File: src/wdsl_pkg.sv
// How it works
// Enabled main watchdog keeps counting in light and deep-core halt states
// Main time-out while halted wakes the core, no reset
// Software clears the halt entry status bits after wake-up
// Time-out flag stays set until software writes it clear
// Clear and power-save instructions zero prescaler and postscaler counts
// Windowed mode: clear restarts count only in final quarter of period
// Windowed mode: early clear causes a watchdog reset like a time-out
// Windowed mode active when window-disable config bit 6 is zero
// Hardware enable config bit set: watchdog always runs (here it stops counting while in PS_DEEP deep sleep)
// Hardware enable clear: watchdog runs only while software enable bit 5 set
// Every device reset clears the software enable bit
// Deep-sleep watchdog counts in deep sleep from clock chosen by bit 4
// Four-bit field selects deep-sleep time-out, 2.1 ms to 25.7 days
// Enabling deep-sleep watchdog switches on its selected clock source
// Deep-sleep time-out wakes the device from deep sleep
// Main prescaler divides RC clock by 32 or 128
// Four-bit field selects main postscaler 1:1 to 1:32768
// Main counts reset on reset, clock switch, halt entry and exit, clear
// Deep-sleep prescaler 32, postscaler 1:2 at code 0 to 1:2^31
// Main time-out while running resets the device and sets the flag
// Window compares combined count; opens at three quarters of period
package wdsl_pkg;
   // ----------------------------------------
   // Register map
   // ----------------------------------------
   localparam logic [7:0] RESET_CONTROL_OFF = 8'h00;
   localparam logic [7:0] COUNT_STATUS_OFF  = 8'h04;
   localparam int RC_SOFT_EN_BIT  = 5;
   localparam int RC_TMO_FLAG_BIT = 4;
   localparam int RC_SLEEP_BIT    = 3;
   localparam int RC_IDLE_BIT     = 2;
   localparam logic [31:0] RESET_CONTROL_RST = 32'h0000_0000;
   // ----------------------------------------
   // Configuration byte fields
   // ----------------------------------------
   localparam int WCFG_HW_EN_BIT   = 7;
   localparam int WCFG_WIN_DIS_BIT = 6;
   localparam int WCFG_PRE_BIT     = 4;
   localparam int DCFG_EN_BIT      = 7;
   localparam int DCFG_CLK_SEL_BIT = 4;
   // ----------------------------------------
   // Divider exponents
   // ----------------------------------------
   localparam int MAIN_PRE_SHORT_EXP = 5;
   localparam int MAIN_PRE_LONG_EXP  = 7;
   localparam int DEEP_PRE_EXP       = 5;
   localparam int DEEP_POST_BASE_EXP = 1;
   localparam int MAIN_CNT_W = 22;
   localparam int DEEP_CNT_W = 36;
   // ----------------------------------------
   // Power states and halt requests
   // ----------------------------------------
   typedef enum logic [1:0] {
      PS_RUN  = 2'b00,
      PS_HALT = 2'b01,
      PS_DEEP = 2'b11
   } wdsl_pstate_t;
   localparam logic [1:0] HALT_IDLE  = 2'h1;
   localparam logic [1:0] HALT_SLEEP = 2'h2;
   localparam logic [1:0] HALT_DEEP  = 2'h3;
endpackage

File: src/wdsl_top.sv
// Added by the designer: the address map and register access over APB.
`timescale 1ns/1ps
module wdsl_top (
   input  wire logic        pclk,
   input  wire logic        presetn,
   input  wire logic        psel,
   input  wire logic        penable,
   input  wire logic        pwrite,
   input  wire logic [7:0]  paddr,
   input  wire logic [31:0] pwdata,
   output logic [31:0]      prdata,
   output logic             pready,
   output logic             pslverr,
   input  wire logic        low_power_rc_osc,
   input  wire logic        secondary_crystal_osc,
   input  wire logic [7:0]  wdog_config_byte,
   input  wire logic [7:0]  deep_sleep_config_byte,
   input  wire logic        wdog_clear_instr,
   input  wire logic        power_save_instr,
   input  wire logic [1:0]  halt_mode,
   input  wire logic        clock_switch_done,
   input  wire logic        wake_event,
   output logic             wdog_reset_req,
   output logic             wake_req,
   output logic             deep_wake_req,
   output logic             core_halted,
   output logic             low_power_rc_osc_enable,
   output logic             secondary_crystal_osc_enable
);
   // ----------------------------------------
   // Divider helpers
   // ----------------------------------------
   function automatic logic [4:0] main_exp(input logic [7:0] cfg);
      logic [4:0] e;
      e = cfg[wdsl_pkg::WCFG_PRE_BIT] ? 5'(wdsl_pkg::MAIN_PRE_LONG_EXP)
                                      : 5'(wdsl_pkg::MAIN_PRE_SHORT_EXP);
      return 5'(e + {1'b0, cfg[3:0]});
   endfunction

   // ----------------------------------------
   // Clock pin synchronisers and edge detect
   // ----------------------------------------
   logic [1:0] s1_q, s2_q, s3_q;
   always_ff @(posedge pclk or negedge presetn)
      if (!presetn)
      begin
         s1_q <= 2'h0;
         s2_q <= 2'h0;
         s3_q <= 2'h0;
      end
      else
      begin
         s1_q <= {secondary_crystal_osc, low_power_rc_osc};
         s2_q <= s1_q;
         s3_q <= s2_q;
      end
   logic low_power_rc_osc_tick, secondary_crystal_osc_tick;
   assign low_power_rc_osc_tick = s2_q[0] & ~s3_q[0];
   assign secondary_crystal_osc_tick = s2_q[1] & ~s3_q[1];

   // ----------------------------------------
   // Control decode
   // ----------------------------------------
   wdsl_pkg::wdsl_pstate_t st_q;
   logic [wdsl_pkg::MAIN_CNT_W-1:0] main_cnt_q, main_mask;
   logic [wdsl_pkg::DEEP_CNT_W-1:0] deep_cnt_q, deep_mask;
   logic [4:0] mexp;
   logic [5:0] dexp;
   logic soft_en_q, flag_q, sleep_q, idle_q;
   logic main_run, windowed, win_open, early_clr, main_tmo, restart;
   logic deep_en, deep_sel_low_power_rc_osc, deep_tick, deep_tmo, halt_exit;
   assign mexp = main_exp(wdog_config_byte);
   assign main_mask = wdsl_pkg::MAIN_CNT_W'((23'h1 << mexp) - 23'h1);
   assign main_run = (wdog_config_byte[wdsl_pkg::WCFG_HW_EN_BIT] | soft_en_q)
                     & (st_q != wdsl_pkg::PS_DEEP);
   assign windowed = ~wdog_config_byte[wdsl_pkg::WCFG_WIN_DIS_BIT];
   assign win_open = main_cnt_q[mexp - 5'h1] & main_cnt_q[mexp - 5'h2];
   assign early_clr = wdog_clear_instr & windowed & main_run & ~win_open
                      & (st_q == wdsl_pkg::PS_RUN);
   assign main_tmo = main_run & low_power_rc_osc_tick & (main_cnt_q == main_mask) & ~wdog_clear_instr;
   assign halt_exit = (st_q == wdsl_pkg::PS_HALT) & (main_tmo | wake_event);
   assign restart = ~main_run | (wdog_clear_instr & ~early_clr)
                    | early_clr | power_save_instr | clock_switch_done | halt_exit;
   assign deep_en = deep_sleep_config_byte[wdsl_pkg::DCFG_EN_BIT];
   assign deep_sel_low_power_rc_osc = deep_sleep_config_byte[wdsl_pkg::DCFG_CLK_SEL_BIT];
   assign deep_tick = deep_sel_low_power_rc_osc ? low_power_rc_osc_tick : secondary_crystal_osc_tick;
   assign dexp = 6'(wdsl_pkg::DEEP_PRE_EXP + wdsl_pkg::DEEP_POST_BASE_EXP)
                 + {1'b0, deep_sleep_config_byte[3:0], 1'b0};
   assign deep_mask = wdsl_pkg::DEEP_CNT_W'((37'h1 << dexp) - 37'h1);
   assign deep_tmo = deep_en & (st_q == wdsl_pkg::PS_DEEP) & deep_tick
                     & (deep_cnt_q == deep_mask);

   // ----------------------------------------
   // Main counter, prescaler and postscaler combined
   // ----------------------------------------
   always_ff @(posedge pclk or negedge presetn)
      if (!presetn)
         main_cnt_q <= '0;
      else if (restart)
         main_cnt_q <= '0;
      else if (low_power_rc_osc_tick)
         main_cnt_q <= main_tmo ? '0 : main_cnt_q + 1'b1;

   // ----------------------------------------
   // Deep-sleep counter
   // ----------------------------------------
   always_ff @(posedge pclk or negedge presetn)
      if (!presetn)
         deep_cnt_q <= '0;
      else if (!deep_en || st_q != wdsl_pkg::PS_DEEP || deep_tmo)
         deep_cnt_q <= '0;
      else if (deep_tick)
         deep_cnt_q <= deep_cnt_q + 1'b1;

   // ----------------------------------------
   // Power state
   // ----------------------------------------
   always_ff @(posedge pclk or negedge presetn)
      if (!presetn)
         st_q <= wdsl_pkg::PS_RUN;
      else
         case (st_q)
            wdsl_pkg::PS_RUN:
               if (power_save_instr)
                  st_q <= (halt_mode == wdsl_pkg::HALT_DEEP) ? wdsl_pkg::PS_DEEP
                                                             : wdsl_pkg::PS_HALT;
            wdsl_pkg::PS_HALT:
               if (halt_exit)
                  st_q <= wdsl_pkg::PS_RUN;
            wdsl_pkg::PS_DEEP:
               if (deep_tmo || wake_event)
                  st_q <= wdsl_pkg::PS_RUN;
            default:
               st_q <= wdsl_pkg::PS_RUN;
         endcase

   // ----------------------------------------
   // Event outputs and clock enables
   // ----------------------------------------
   always_ff @(posedge pclk or negedge presetn)
      if (!presetn)
      begin
         wdog_reset_req <= 1'b0;
         wake_req       <= 1'b0;
         deep_wake_req  <= 1'b0;
         core_halted    <= 1'b0;
         low_power_rc_osc_enable    <= 1'b0;
         secondary_crystal_osc_enable    <= 1'b0;
      end
      else
      begin
         wdog_reset_req <= early_clr | (main_tmo & (st_q == wdsl_pkg::PS_RUN));
         wake_req       <= halt_exit;
         deep_wake_req  <= deep_tmo;
         core_halted    <= st_q != wdsl_pkg::PS_RUN;
         low_power_rc_osc_enable    <= main_run | (deep_en & deep_sel_low_power_rc_osc);
         secondary_crystal_osc_enable    <= deep_en & ~deep_sel_low_power_rc_osc;
      end

   // ----------------------------------------
   // APB slave
   // ----------------------------------------
   logic setup, wr_ctrl, hit_ctrl, hit_cnt;
   assign setup = psel & ~penable;
   assign hit_ctrl = paddr == wdsl_pkg::RESET_CONTROL_OFF;
   assign hit_cnt = paddr == wdsl_pkg::COUNT_STATUS_OFF;
   assign wr_ctrl = psel & penable & pready & pwrite & hit_ctrl;
   always_ff @(posedge pclk or negedge presetn)
      if (!presetn)
      begin
         pready  <= 1'b0;
         pslverr <= 1'b0;
         prdata  <= 32'h0000_0000;
      end
      else
      begin
         pready  <= setup;
         pslverr <= setup & ~hit_ctrl & ~hit_cnt;
         if (setup && !pwrite && hit_ctrl)
         begin
            prdata <= 32'h0000_0000;
            prdata[wdsl_pkg::RC_SOFT_EN_BIT]  <= soft_en_q;
            prdata[wdsl_pkg::RC_TMO_FLAG_BIT] <= flag_q;
            prdata[wdsl_pkg::RC_SLEEP_BIT]    <= sleep_q;
            prdata[wdsl_pkg::RC_IDLE_BIT]     <= idle_q;
         end
         else if (setup && !pwrite && hit_cnt)
            prdata <= 32'(main_cnt_q);
         else
            prdata <= 32'h0000_0000;
      end

   // ----------------------------------------
   // Reset control register bits
   // ----------------------------------------
   logic flag_set, sleep_set, idle_set;
   assign flag_set = wdog_reset_req;
   assign sleep_set = power_save_instr & (st_q == wdsl_pkg::PS_RUN)
                      & (halt_mode != wdsl_pkg::HALT_IDLE);
   assign idle_set = power_save_instr & (st_q == wdsl_pkg::PS_RUN)
                     & (halt_mode == wdsl_pkg::HALT_IDLE);
   always_ff @(posedge pclk or negedge presetn)
      if (!presetn)
      begin
         soft_en_q <= wdsl_pkg::RESET_CONTROL_RST[wdsl_pkg::RC_SOFT_EN_BIT];
         flag_q    <= wdsl_pkg::RESET_CONTROL_RST[wdsl_pkg::RC_TMO_FLAG_BIT];
         sleep_q   <= wdsl_pkg::RESET_CONTROL_RST[wdsl_pkg::RC_SLEEP_BIT];
         idle_q    <= wdsl_pkg::RESET_CONTROL_RST[wdsl_pkg::RC_IDLE_BIT];
      end
      else
      begin
         if (wr_ctrl)
            soft_en_q <= pwdata[wdsl_pkg::RC_SOFT_EN_BIT];
         flag_q  <= flag_set | (flag_q & ~(wr_ctrl & ~pwdata[wdsl_pkg::RC_TMO_FLAG_BIT]));
         sleep_q <= sleep_set | (sleep_q & ~(wr_ctrl & ~pwdata[wdsl_pkg::RC_SLEEP_BIT]));
         idle_q  <= idle_set | (idle_q & ~(wr_ctrl & ~pwdata[wdsl_pkg::RC_IDLE_BIT]));
      end
endmodule
File: config.mk
export PLATFORM = sky130hd
export DESIGN_NAME = wdsl_top
export DESIGN_NICKNAME = d
export VERILOG_FILES = /design/src/wdsl_pkg.sv /design/src/wdsl_top.sv
export SDC_FILE = /design/constraint.sdc
export NUM_CORES = 1
export LEC_CHECK = 0
export BUFFER_PORTS_ARGS = -buffer_cell sky130_fd_sc_hd__buf_4
export CORE_AREA = 2 2 135 111
export DETAILED_ROUTE_END_ITERATION = 6
export DIE_AREA = 0 0 137 113
export GPL_ROUTABILITY_DRIVEN = 0
export PLACE_DENSITY = 0.77
export SLEW_MARGIN = 15
export SYNTH_ARGS = -nofsm -noshare
export SYNTH_HDL_FRONTEND = slang
export SYNTH_SLANG_ARGS = --single-unit
export TNS_END_PERCENT = 1
File: constraint.sdc
create_clock -name pclk -period 3 [get_ports pclk]
set_clock_uncertainty 0.2 [all_clocks]
set_input_delay 0.75 -clock pclk [delete_from_list [all_inputs] [get_ports pclk]]
set_output_delay 0.75 -clock pclk [all_outputs]
set_load 0.05 [all_outputs]
==> results.cfg, run 1 <==
[run_status]
status = finished, violations left
violations = setup timing

[sta]
min_period_ns = 3.870
slew_headroom_pct = 52.78
final.setup.tns_ns = -20.34
fin_crit_sh_pct = 129.0
fin_ws_ns = -0.8699
finalSetupViolations = 25
max_freq_ghz = 0.2584
tightest_slew_ns = 0.7018
whs_ns = 0.1526
drv_slew = 0
hold_viol = 0
grt_setup_unrepaired = true

[critical_path]
end_kind = flip-flop
crit_type = input port to flip-flop
cp_max_fo = 7
worstPathArrival_ns = 3.91
cp_slowest_cell = o2111a_2
reg2reg_slack_ns = 0.26
critPathTopFamily = compound AO/OA/AOI/OAI gates
path_common_cell = buf_4
crit_required_ns = 3.04
start_kind = input port
r2r-start = deep_cnt_q[18]
path_cells = buf_8 -> ha_4 -> inv_4 -> ha_4 -> buf_4 -> nor2_1 -> buf_4 -> o311a_1 -> a211o_1 -> nand4_1 -> buf_4 -> buf_4 -> nand3_1 -> a2111oi_4 -> o2111a_2 -> and2_4 -> nor2_2
setup.worst_path.start = wdog_config_byte[4]
worst_path_largest_cell_delay_ns = 0.37
path_buf_inv = 6

[clock_network]
clkTransAtPathRegs_ns = 0.08
clockRootBuffer = clkbuf_16
cts_buffers = 9
htreeDepth = 3
holdBufCountCts = 0
tritoncts = built
clock-sinks = 100
clock_latency_ns = 0.35
clock_path_buffers = 2

[route]
vias = 7490
postRouteWirelength_mm = 23.22
drtIter0Drc = 1023
drc = 0
first_pass_iters = 7
postRouteAntennaNets = 0
viasPerCell = 6.216
wire_per_inst_um = 19.27

[final_layout]
finalNonFillerCells = 1205
layout.nets = 1098
synthToLayoutAreaGrowth_pct = 31.45
drive_gt1_share_pct = 30.66
diodes = 0

[floorplan]
coreArea_um2 = 14050
num_rows = 39
io_pins = 109
die_y_um = 113
die_area_um2 = 15480
fp.dieW_um = 137
start_util_pct = 52.20

[worst_hold_path]
hp-class = flip-flop to flip-flop
min_from = s1_q[1]

[placement]
pre_cts_ws_ns = -1.270
placed_cells = 1179
dpl.hpwl_mm = 16.74
io_buffers = 67

[synth]
yosysWarnings = 0
synth-seq-cells = 100
synth_top_flop_cell = dfrtp_1
synth_area_per_cell_um2 = 8.630
syn_area_um2 = 7336
yosysSeqAreaShare_pct = 34.11
synth_cell_type_count = 79
async_flop_share_pct = 100.0
synth_cells = 850
synth_edf_count = 0

[grt]
grt_pass1_vias = 6772
grt.total_usage_pct = 29.59
grt_pass1_wl_mm = 35.84
grt_remaining_overflow = 0
antenna_found_initial = 0
grt_max_degree = 40

[pwr]
p_leak_nw = 4.139
powerDensity_nw_per_um2 = 376.0
power.total_mw = 3.626
ir_drop_mv = 0.3668

[job]
maxCapViolations = 0
==> layout make-up <==
type / count / area, um^2
Timing Repair Buffer: 213 / 1697
Fill cell: 1053 / 4410
Tap cell: 184 / 230.2
Clock buffer: 9 / 225.2
Inverter: 20 / 85.08
Clock inverter: 7 / 87.58
Multi-Input combinational cell: 672 / 4816
Sequential cell: 100 / 2502
==> path summary, 6_finish.rpt <==
path                                      endpoint  cells after the start
setup / recovery                    main_cnt_q[14]                     17
min in group asynchronous           deep_cnt_q[26]                      1
setup reg to reg                    deep_cnt_q[35]                      9
hold / removal                             s2_q[1]                      0
hold reg to reg                            s2_q[1]                      0
max in group asynchronous  low_power_rc_osc_enable                      2
==> per-layer routing <==
layer	up-vias	global-route usage (%)	part of all wire [%]
met2	562	41.99	42
met1	3525	44.22	41
met4	0	5.979	2.7
met5	-	0	0
li1	3310	-	-
met3	93	9.633	14
==> power by group <==
part,total (mW),internal [mW],leakage [nW],switching [mW]
clock network,1.23,0.670,0.155,0.564
registers,1.38,1.37,1.36,0.0116
logic,1.02,0.450,2.63,0.565
total,3.63,2.49,4.14,1.14
==> cell usage after synthesis (6+ instances only) <==
| cell | number | share of area [%] |
|---|---|---|
| ha_1 | 12 | 2.0 |
| nor2b_1 | 9 | 0.77 |
| xor2_1 | 46 | 5.5 |
| xnor2_1 | 49 | 5.9 |
| o211ai_1 | 11 | 1.1 |
| and4_1 | 7 | 0.84 |
| nand4_1 | 21 | 1.8 |
| and2_1 | 27 | 2.3 |
| nand3_1 | 34 | 2.3 |
| mux2_2 | 8 | 1.2 |
| clkbuf_1 | 35 | 1.8 |
| mux2i_1 | 8 | 1.1 |
| nor4_1 | 9 | 0.77 |
| nor2_1 | 108 | 5.5 |
| and3_1 | 11 | 0.94 |
| o21ai_0 | 30 | 2.0 |
| buf_4 | 11 | 1.1 |
| buf_1 | 6 | 0.31 |
| nand2_1 | 82 | 4.2 |
| dfrtp_1 | 100 | 34 |
| nand2b_1 | 13 | 1.1 |
| mux4_2 | 11 | 3.4 |
| a31oi_1 | 7 | 0.60 |
| a211oi_1 | 8 | 0.82 |
| or3_1 | 7 | 0.60 |
| inv_1 | 20 | 1.0 |
| buf_2 | 17 | 1.2 |
| nor3_1 | 19 | 1.3 |
| a21oi_1 | 23 | 1.6 |
==> placed cells by master, fill, tap and decap left out, types with 11 or more instances in the layout <==
cell and count:
conb_1 12, nand2b_1 13, mux4_2 11, nand3_1 32, nor3_1 18, inv_1 18
nand2_1 82, o211ai_1 11, xnor2_1 49, nor2_1 99, dfrtp_1 100, buf_4 203
and3_1 11, xor2_1 44, nand4_1 21, a21oi_1 22, and2_1 27, o21ai_0 28
==> metrics by stage <==
stage | util (%) | instance area [um^2]
final | 68.62 | 9643
after global placement | 63.86 | 8975
after global routing | 68.62 | 9643
after CTS | 66.99 | 9414
after detailed placement | 63.86 | 8975
after floorplan | - | 7528
==> sequential cells by signal, indices dropped and copies added (netlist names), 2 cells and up <==
register	count
s3_q	2
st_q	2
main_cnt_q	22
s1_q	2
prdata	22
deep_cnt_q	36
s2_q	2
==> logic make-up (layout without fill, tap and decap cells) <==
| group | count (synthesis) | in the layout | share of synthesized area [%] |
|---|---|---|---|
| adders and majority gates | 14 | 14 | 2.456 |
| buffers and inverters | 91 | 249 | 5.714 |
| xor gates and xnor gates | 98 | 98 | 12.01 |
| DFF | 100 | 100 | 34.11 |
| other | 2 | 12 | 0.1024 |
| AOI/OAI and AO/OA | 145 | 145 | 14.53 |
| muxes | 27 | 27 | 5.697 |
| and+or+nand+nor | 373 | 376 | 25.38 |
==> repair_timing <==
item                                    CTS  global route
endpoints found under the setup margin   26            61
pin swaps                                11            16
setup buffers                             4             4
cloned                                    3             0
resized for setup                        15            42
Power figures use the tool's default switching activity.
==> run 2, diff against run 1 <==
--- a/config.mk
+++ b/config.mk
@@ -6,11 +6,11 @@
 export NUM_CORES = 1
 export LEC_CHECK = 0
 export BUFFER_PORTS_ARGS = -buffer_cell sky130_fd_sc_hd__buf_4
-export CORE_AREA = 2 2 135 111
+export CORE_AREA = 2 2 129 106
 export DETAILED_ROUTE_END_ITERATION = 6
-export DIE_AREA = 0 0 137 113
+export DIE_AREA = 0 0 131 108
 export GPL_ROUTABILITY_DRIVEN = 0
-export PLACE_DENSITY = 0.77
+export PLACE_DENSITY = 0.8
 export SLEW_MARGIN = 15
 export SYNTH_ARGS = -nofsm -noshare
 export SYNTH_HDL_FRONTEND = slang
==> constraint.sdc (replaced) <==
create_clock -name pclk -period 4.28 [get_ports pclk]
set_clock_uncertainty 0.2 [all_clocks]
set_input_delay 1.07 -clock pclk [delete_from_list [all_inputs] [get_ports pclk]]
set_output_delay 1.07 -clock pclk [all_outputs]
set_load 0.05 [all_outputs]
==> run 2 against run 1 <==
Effect of this change:
- the run now ends clean
- sequential share of layout area up 2.0 points
- critical path depth down 3
- highest routed layer is now met5
- die area down 8.6%
- clock-buffer cell count unchanged
- clock power down 32%
- global-route usage up 0.31 points
- setup slack better by 0.98 ns
- via count down 7.0%
- worst hold slack worse by 0.0030 ns
- first-iteration DRC count down 21%
==> results.cfg, run 2 (synthesis results as in run 1) <==
[floorplan]
coreArea_um2 = 12730
fp.dieW_um = 131
die_area_um2 = 14150
start_util_pct = 57.62
io_pins = 109
die_y_um = 108
num_rows = 37

[final_layout]
drive_gt1_share_pct = 24.20
top_register = deep_cnt_q
layout.nets = 1044
mostFrequentLayoutCells = buf_4 (159), nor2_1 (108), dfrtp_1 (100)
diodes = 0
finalNonFillerCells = 1142
fin_util_pct = 70.39
synthToLayoutAreaGrowth_pct = 22.16
layout_commonest_cell = buf_4
largest_reg_flops = 36
fin_area_um2 = 8961
nFillCells = 951
largestRegisters = deep_cnt_q: 36 flops, main_cnt_q: 22 flops, prdata: 22 flops

[sta]
min_period_ns = 4.169
slew_headroom_pct = 49.94
whs_ns = 0.1496
tightest_slew_ns = 0.7490
finalSetupViolations = 0
hold_viol = 0
grt_setup_unrepaired = false
max_freq_ghz = 0.2399
fin_crit_sh_pct = 97.40
drv_slew = 0
fin_ws_ns = 0.1111
final.setup.tns_ns = 0

[grt]
grt.busiest_layer = met1
grt_pass1_wl_mm = 32.78
grt_remaining_overflow = 0
grt_use_met1_pct = 44.80
antenna_found_initial = 0
grt_pass1_vias = 6417
grt.total_usage_pct = 29.90
use_met3_pct = 8.412
grtUsageMet2_pct = 42.82
grt_max_degree = 48

[placement]
dpl.hpwl_mm = 15.00
io_buffers = 67
placed_cells = 1125
placed_cell_area_um2 = 8501
pre_cts_ws_ns = -0.3958

[clock_network]
tritoncts = built
clock_path_buffers = 2
clkTransAtPathRegs_ns = 0.07
cts_buffers = 9
htreeDepth = 3
clock-sinks = 100
clockRootBuffer = clkbuf_16
clock_latency_ns = 0.35

[job]
maxCapViolations = 0

[route]
drtIter0Drc = 810
vias = 6962
postRouteWirelength_mm = 20.43
postRouteAntennaNets = 0
first_pass_iters = 6
viasPerCell = 6.096
drc = 0
wire_per_inst_um = 17.89

[worst_hold_path]
hp-class = flip-flop to flip-flop
min_to = s2_q[0]
hold_depth = 0
min_from = s1_q[0]

[critical_path]
cp_max_fo = 7
reg2reg_slack_ns = 1.21
path_cells = buf_4 -> ha_4 -> inv_2 -> ha_4 -> or2_4 -> a221oi_4 -> o31ai_4 -> or3_4 -> or3_4 -> a2111oi_4 -> o2111a_2 -> buf_6 -> and4b_1 -> nor2_1
worst_path_largest_cell_delay_ns = 0.39
end_kind = flip-flop
r2r-start = s2_q[0]
start_kind = input port
regToRegEndpoint = deep_cnt_q[35]
cp_slowest_cell = or3_4
critPathTopFamily = simple AND/OR/NAND/NOR gates
worstPathArrival_ns = 4.22
crit_required_ns = 4.33
crit_type = input port to flip-flop
path_buf_inv = 3
rr_worst_depth = 11

[pwr]
ir_drop_mv = 0.2544
power.total_mw = 2.417
powerDensity_nw_per_um2 = 269.7
p_leak_nw = 3.865

[run_status]
status = finished, final reports clean
## run 2: changes by cell type in the layout (fill, tap and decap cells not counted), sizes merged
cell      previous run  this run
buf                213       161
clkinvlp             0         1
and2                31        29
inv                 25        24
## run 2: repair_timing
item	in CTS	in global routing
cloned	1	0
gates resized for setup	4	22
endpoints found under the setup margin	22	25
setup buffers	0	0
pin swaps	0	8
hold endpoints to repair	0	0
hold buffers	0	0
## run 2: worst max-delay path by stage
| stage | from | endpoint | slack [ns] | depth (start not counted) |
|---|---|---|---|---|
| 6_report | wdog_config_byte[1] | st_q[0] | 0.11 | 14 |
| 5_1_grt | wdog_config_byte[0] | st_q[0] | 0.009 | 14 |
| 4_1_cts | wdog_config_byte[0] | st_q[0] | -0.01 | 14 |
| 3_5_place_dp | wdog_config_byte[1] | main_cnt_q[9] | -0.40 | 14 |
| 3_3_place_gp | wdog_config_byte[4] | main_cnt_q[2] | -0.35 | 13 |
| 2_1_floorplan | wdog_config_byte[4] | main_cnt_q[0] | 0.01 | 15 |
## run 2: layout make-up
class | count | area (um^2) | share of cell area (%)
sequential | 100 | 2502 | 27.93
clock inverter | 7 | 80.08 | 0.8936
tap | 175 | 219.0 | 2.443
multi-input combinational | 670 | 4634 | 51.72
inverter | 20 | 75.07 | 0.8378
clock buffer | 9 | 225.2 | 2.513
timing repair buffer | 161 | 1225 | 13.67
## run 2: worst reg2reg max path, delay by kind of cell, from the launching register on
kind                   cells  cell delay [ns]
AOI/OAI and AO/OA          3             0.96
DFF                        1             0.35
and+or+nand+nor            5             0.86
buffers and inverters      3             0.58
## run 2: power by group
group / switching [mW] / leakage (nW) / internal, mW / total (mW)
sequential: 0.00728 / 1.36 / 0.957 / 0.965
clock: 0.371 / 0.149 / 0.462 / 0.833
combinational: 0.355 / 2.36 / 0.264 / 0.619
## run 2: per-layer routing
metal / share of wire [%] / wire [um] / vias up
li1: - / - / 3205
met1: 45 / 9155 / 3326
met2: 42 / 8682 / 390
met3: 11 / 2189 / 39
met4: 1.7 / 349 / 2
met5: 0.28 / 58 / -
==> run 3, diff against run 2 <==
--- a/config.mk
+++ b/config.mk
@@ -6,9 +6,11 @@
 export NUM_CORES = 1
 export LEC_CHECK = 0
 export BUFFER_PORTS_ARGS = -buffer_cell sky130_fd_sc_hd__buf_4
-export CORE_AREA = 2 2 129 106
+export CELL_PAD_IN_SITES_DETAIL_PLACEMENT = 0
+export CELL_PAD_IN_SITES_GLOBAL_PLACEMENT = 1
+export CORE_AREA = 2 2 148 121
 export DETAILED_ROUTE_END_ITERATION = 6
-export DIE_AREA = 0 0 131 108
+export DIE_AREA = 0 0 150 123
 export GPL_ROUTABILITY_DRIVEN = 0
 export PLACE_DENSITY = 0.8
 export SLEW_MARGIN = 15
==> run 3 against run 2 <==
Effect of this change:
- critical path depth decreased by 1
- first-iteration DRC count decreased by 26%
- cell area increased by 0.21%
- clock power increased by 1%
- die area increased by 30%
- setup slack got worse by 0.036 ns
- critical path type unchanged
- register-to-register slack improved by 0.21 ns
- highest routed layer is now met4
- sequential power about the same
==> results.cfg, run 3 (synthesis results as in run 1) <==
[run_status]
status = finished, final reports clean

[clock_network]
cts_buffers = 9
clock-sinks = 100
clockRootBuffer = clkbuf_16
clock_path_buffers = 2
htreeDepth = 3
clock_latency_ns = 0.37
clkTransAtPathRegs_ns = 0.07
tritoncts = built
holdBufCountCts = 0

[route]
first_pass_iters = 5
viasPerCell = 5.526
drtIter0Drc = 599
postRouteAntennaNets = 0
drc = 0
wire_per_inst_um = 17.32
postRouteWirelength_mm = 20.54
vias = 6554

[grt]
antenna_found_initial = 0
grt_pass1_wl_mm = 31.98
grt_pass1_vias = 5820
grt_max_degree = 57
grt.total_usage_pct = 22.50
grt_remaining_overflow = 0

[sta]
finalSetupViolations = 0
tightest_slew_ns = 0.7021
grt_setup_unrepaired = true
fin_crit_sh_pct = 98.24
hold_viol = 0
max_freq_ghz = 0.2378
final.setup.tns_ns = 0
drv_slew = 0
slew_headroom_pct = 53.19
min_period_ns = 4.205

[floorplan]
die_area_um2 = 18450
coreArea_um2 = 17000
num_rows = 43
start_util_pct = 43.15
io_pins = 109
die_y_um = 123
fp.dieW_um = 150

[final_layout]
diodes = 0
fin_area_um2 = 8980
synthToLayoutAreaGrowth_pct = 22.41
top_register = deep_cnt_q
layout.nets = 1038
largestRegisters = deep_cnt_q: 36 flops, main_cnt_q: 22 flops, prdata: 22 flops
layout_commonest_cell = buf_4
largest_reg_flops = 36
mostFrequentLayoutCells = buf_4 (151), nor2_1 (108), dfrtp_1 (100)
drive_gt1_share_pct = 23.41

[placement]
io_buffers = 67
dpl.hpwl_mm = 15.23
placed_cell_area_um2 = 8528

[pwr]
combPwrFrac_pct = 25.3
p_leak_nw = 3.845
switching_share_pct = 32.16
p_int_mw = 1.638
seq_power_share_pct = 39.9
ir_drop_mv = 0.1593
pwr-share-clk_pct = 34.8
p_switching_mw = 0.7767
powerDensity_nw_per_um2 = 268.9

[worst_hold_path]
hp-class = flip-flop to flip-flop

[critical_path]
worstPathArrival_ns = 4.26
start_kind = input port
end_kind = flip-flop
crit_type = input port to flip-flop
crit_required_ns = 4.33
cp_max_fo = 26

[job]
maxCapViolations = 0
[run 3: cell types whose count changed in the layout (fill, tap and decap cells not counted), moves of 2 or more]
| cell | before | now |
|---|---|---|
| buf_12 | 1 | 4 |
| buf_4 | 159 | 151 |
| clkinv_8 | 0 | 3 |
| inv_6 | 3 | 1 |
[run 3: repair_timing]
action                                 CTS  global route
pin swaps                                1             9
setup endpoints to repair               22            25
resized for setup                        3            18
setup buffers                            1             1
cloned                                   0             1
endpoints found under the hold margin    0             0
[run 3: routing by layer]
metal  global-route usage [%]  up-vias  part of all wire (%)
li1                         -     3194                     -
met1                    35.70     3122                    52
met2                    30.71      224                    40
met3                    4.649       14                   6.6
met4                    5.542        0                   1.2
met5                        0        -                     0
[run 3: power groups by stage]
stage	Combinational, mW	Clock [mW]	Sequential, mW
final	0.610	0.841	0.963
after CTS	0.579	0.871	0.963
after global routing	0.656	0.912	0.966
after detailed placement	0.571	0	0.982
after global placement	0.569	0	0.982
after floorplan	0.326	0	1.00
[run 3: metrics by stage]
stage / cells / worst slack, ns / hold WS (ns) / power [mW] / utilization, %
3_5_place_dp: 1167 / -0.5030 / 0.1358 / 1.553 / 50.16
3_3_place_gp: 1167 / -0.4565 / 0.1313 / 1.550 / 50.16
2_1_floorplan: 860 / 0.01227 / 0.1312 / 1.328 / -
6_report: 1186 / 0.07529 / 0.1508 / 2.415 / 52.82
5_1_grt: 1186 / -0.01934 / 0.1621 / 2.533 / 52.82
4_1_cts: 1184 / 0.0001044 / 0.1529 / 2.413 / 52.15
[run 3: path summary, 6_finish.rpt]
| check | start | endpoint | slack (ns) | cells after the start |
|---|---|---|---|---|
| setup / recovery | wdog_config_byte[4] | st_q[0] | 0.08 | 13 |
| hold / removal | s1_q[1] | s2_q[1] | 0.15 | 0 |
| setup reg to reg | s3_q[1] | deep_cnt_q[31] | 1.42 | 9 |
| hold reg to reg | s1_q[1] | s2_q[1] | 0.15 | 0 |
| max in group asynchronous | presetn | deep_cnt_q[29] | 2.61 | 2 |
| min in group asynchronous | presetn | prdata[18] | 0.54 | 1 |
[run 3: final cells by class]
cell class                 count  area [um^2]
clock buffer                   9        225.2
inverter                      20        75.07
clock inverter                 7        88.84
timing repair buffer         155         1214
fill                        1607         8021
tap                          225        281.5
multi-input combinational    670         4593
sequential                   100         2502
[run 3: critical path, stage by stage]
cell and delay, ns:
buf_4 0.13, fa_2 0.43, buf_12 0.19, xnor2_4 0.18, a2111oi_4 0.34, xnor2_1 0.14
a311o_1 0.29, or3_4 0.40, a2111oi_4 0.40, o2111a_2 0.31, buf_4 0.14, and4b_1 0.19
nor2_1 0.04
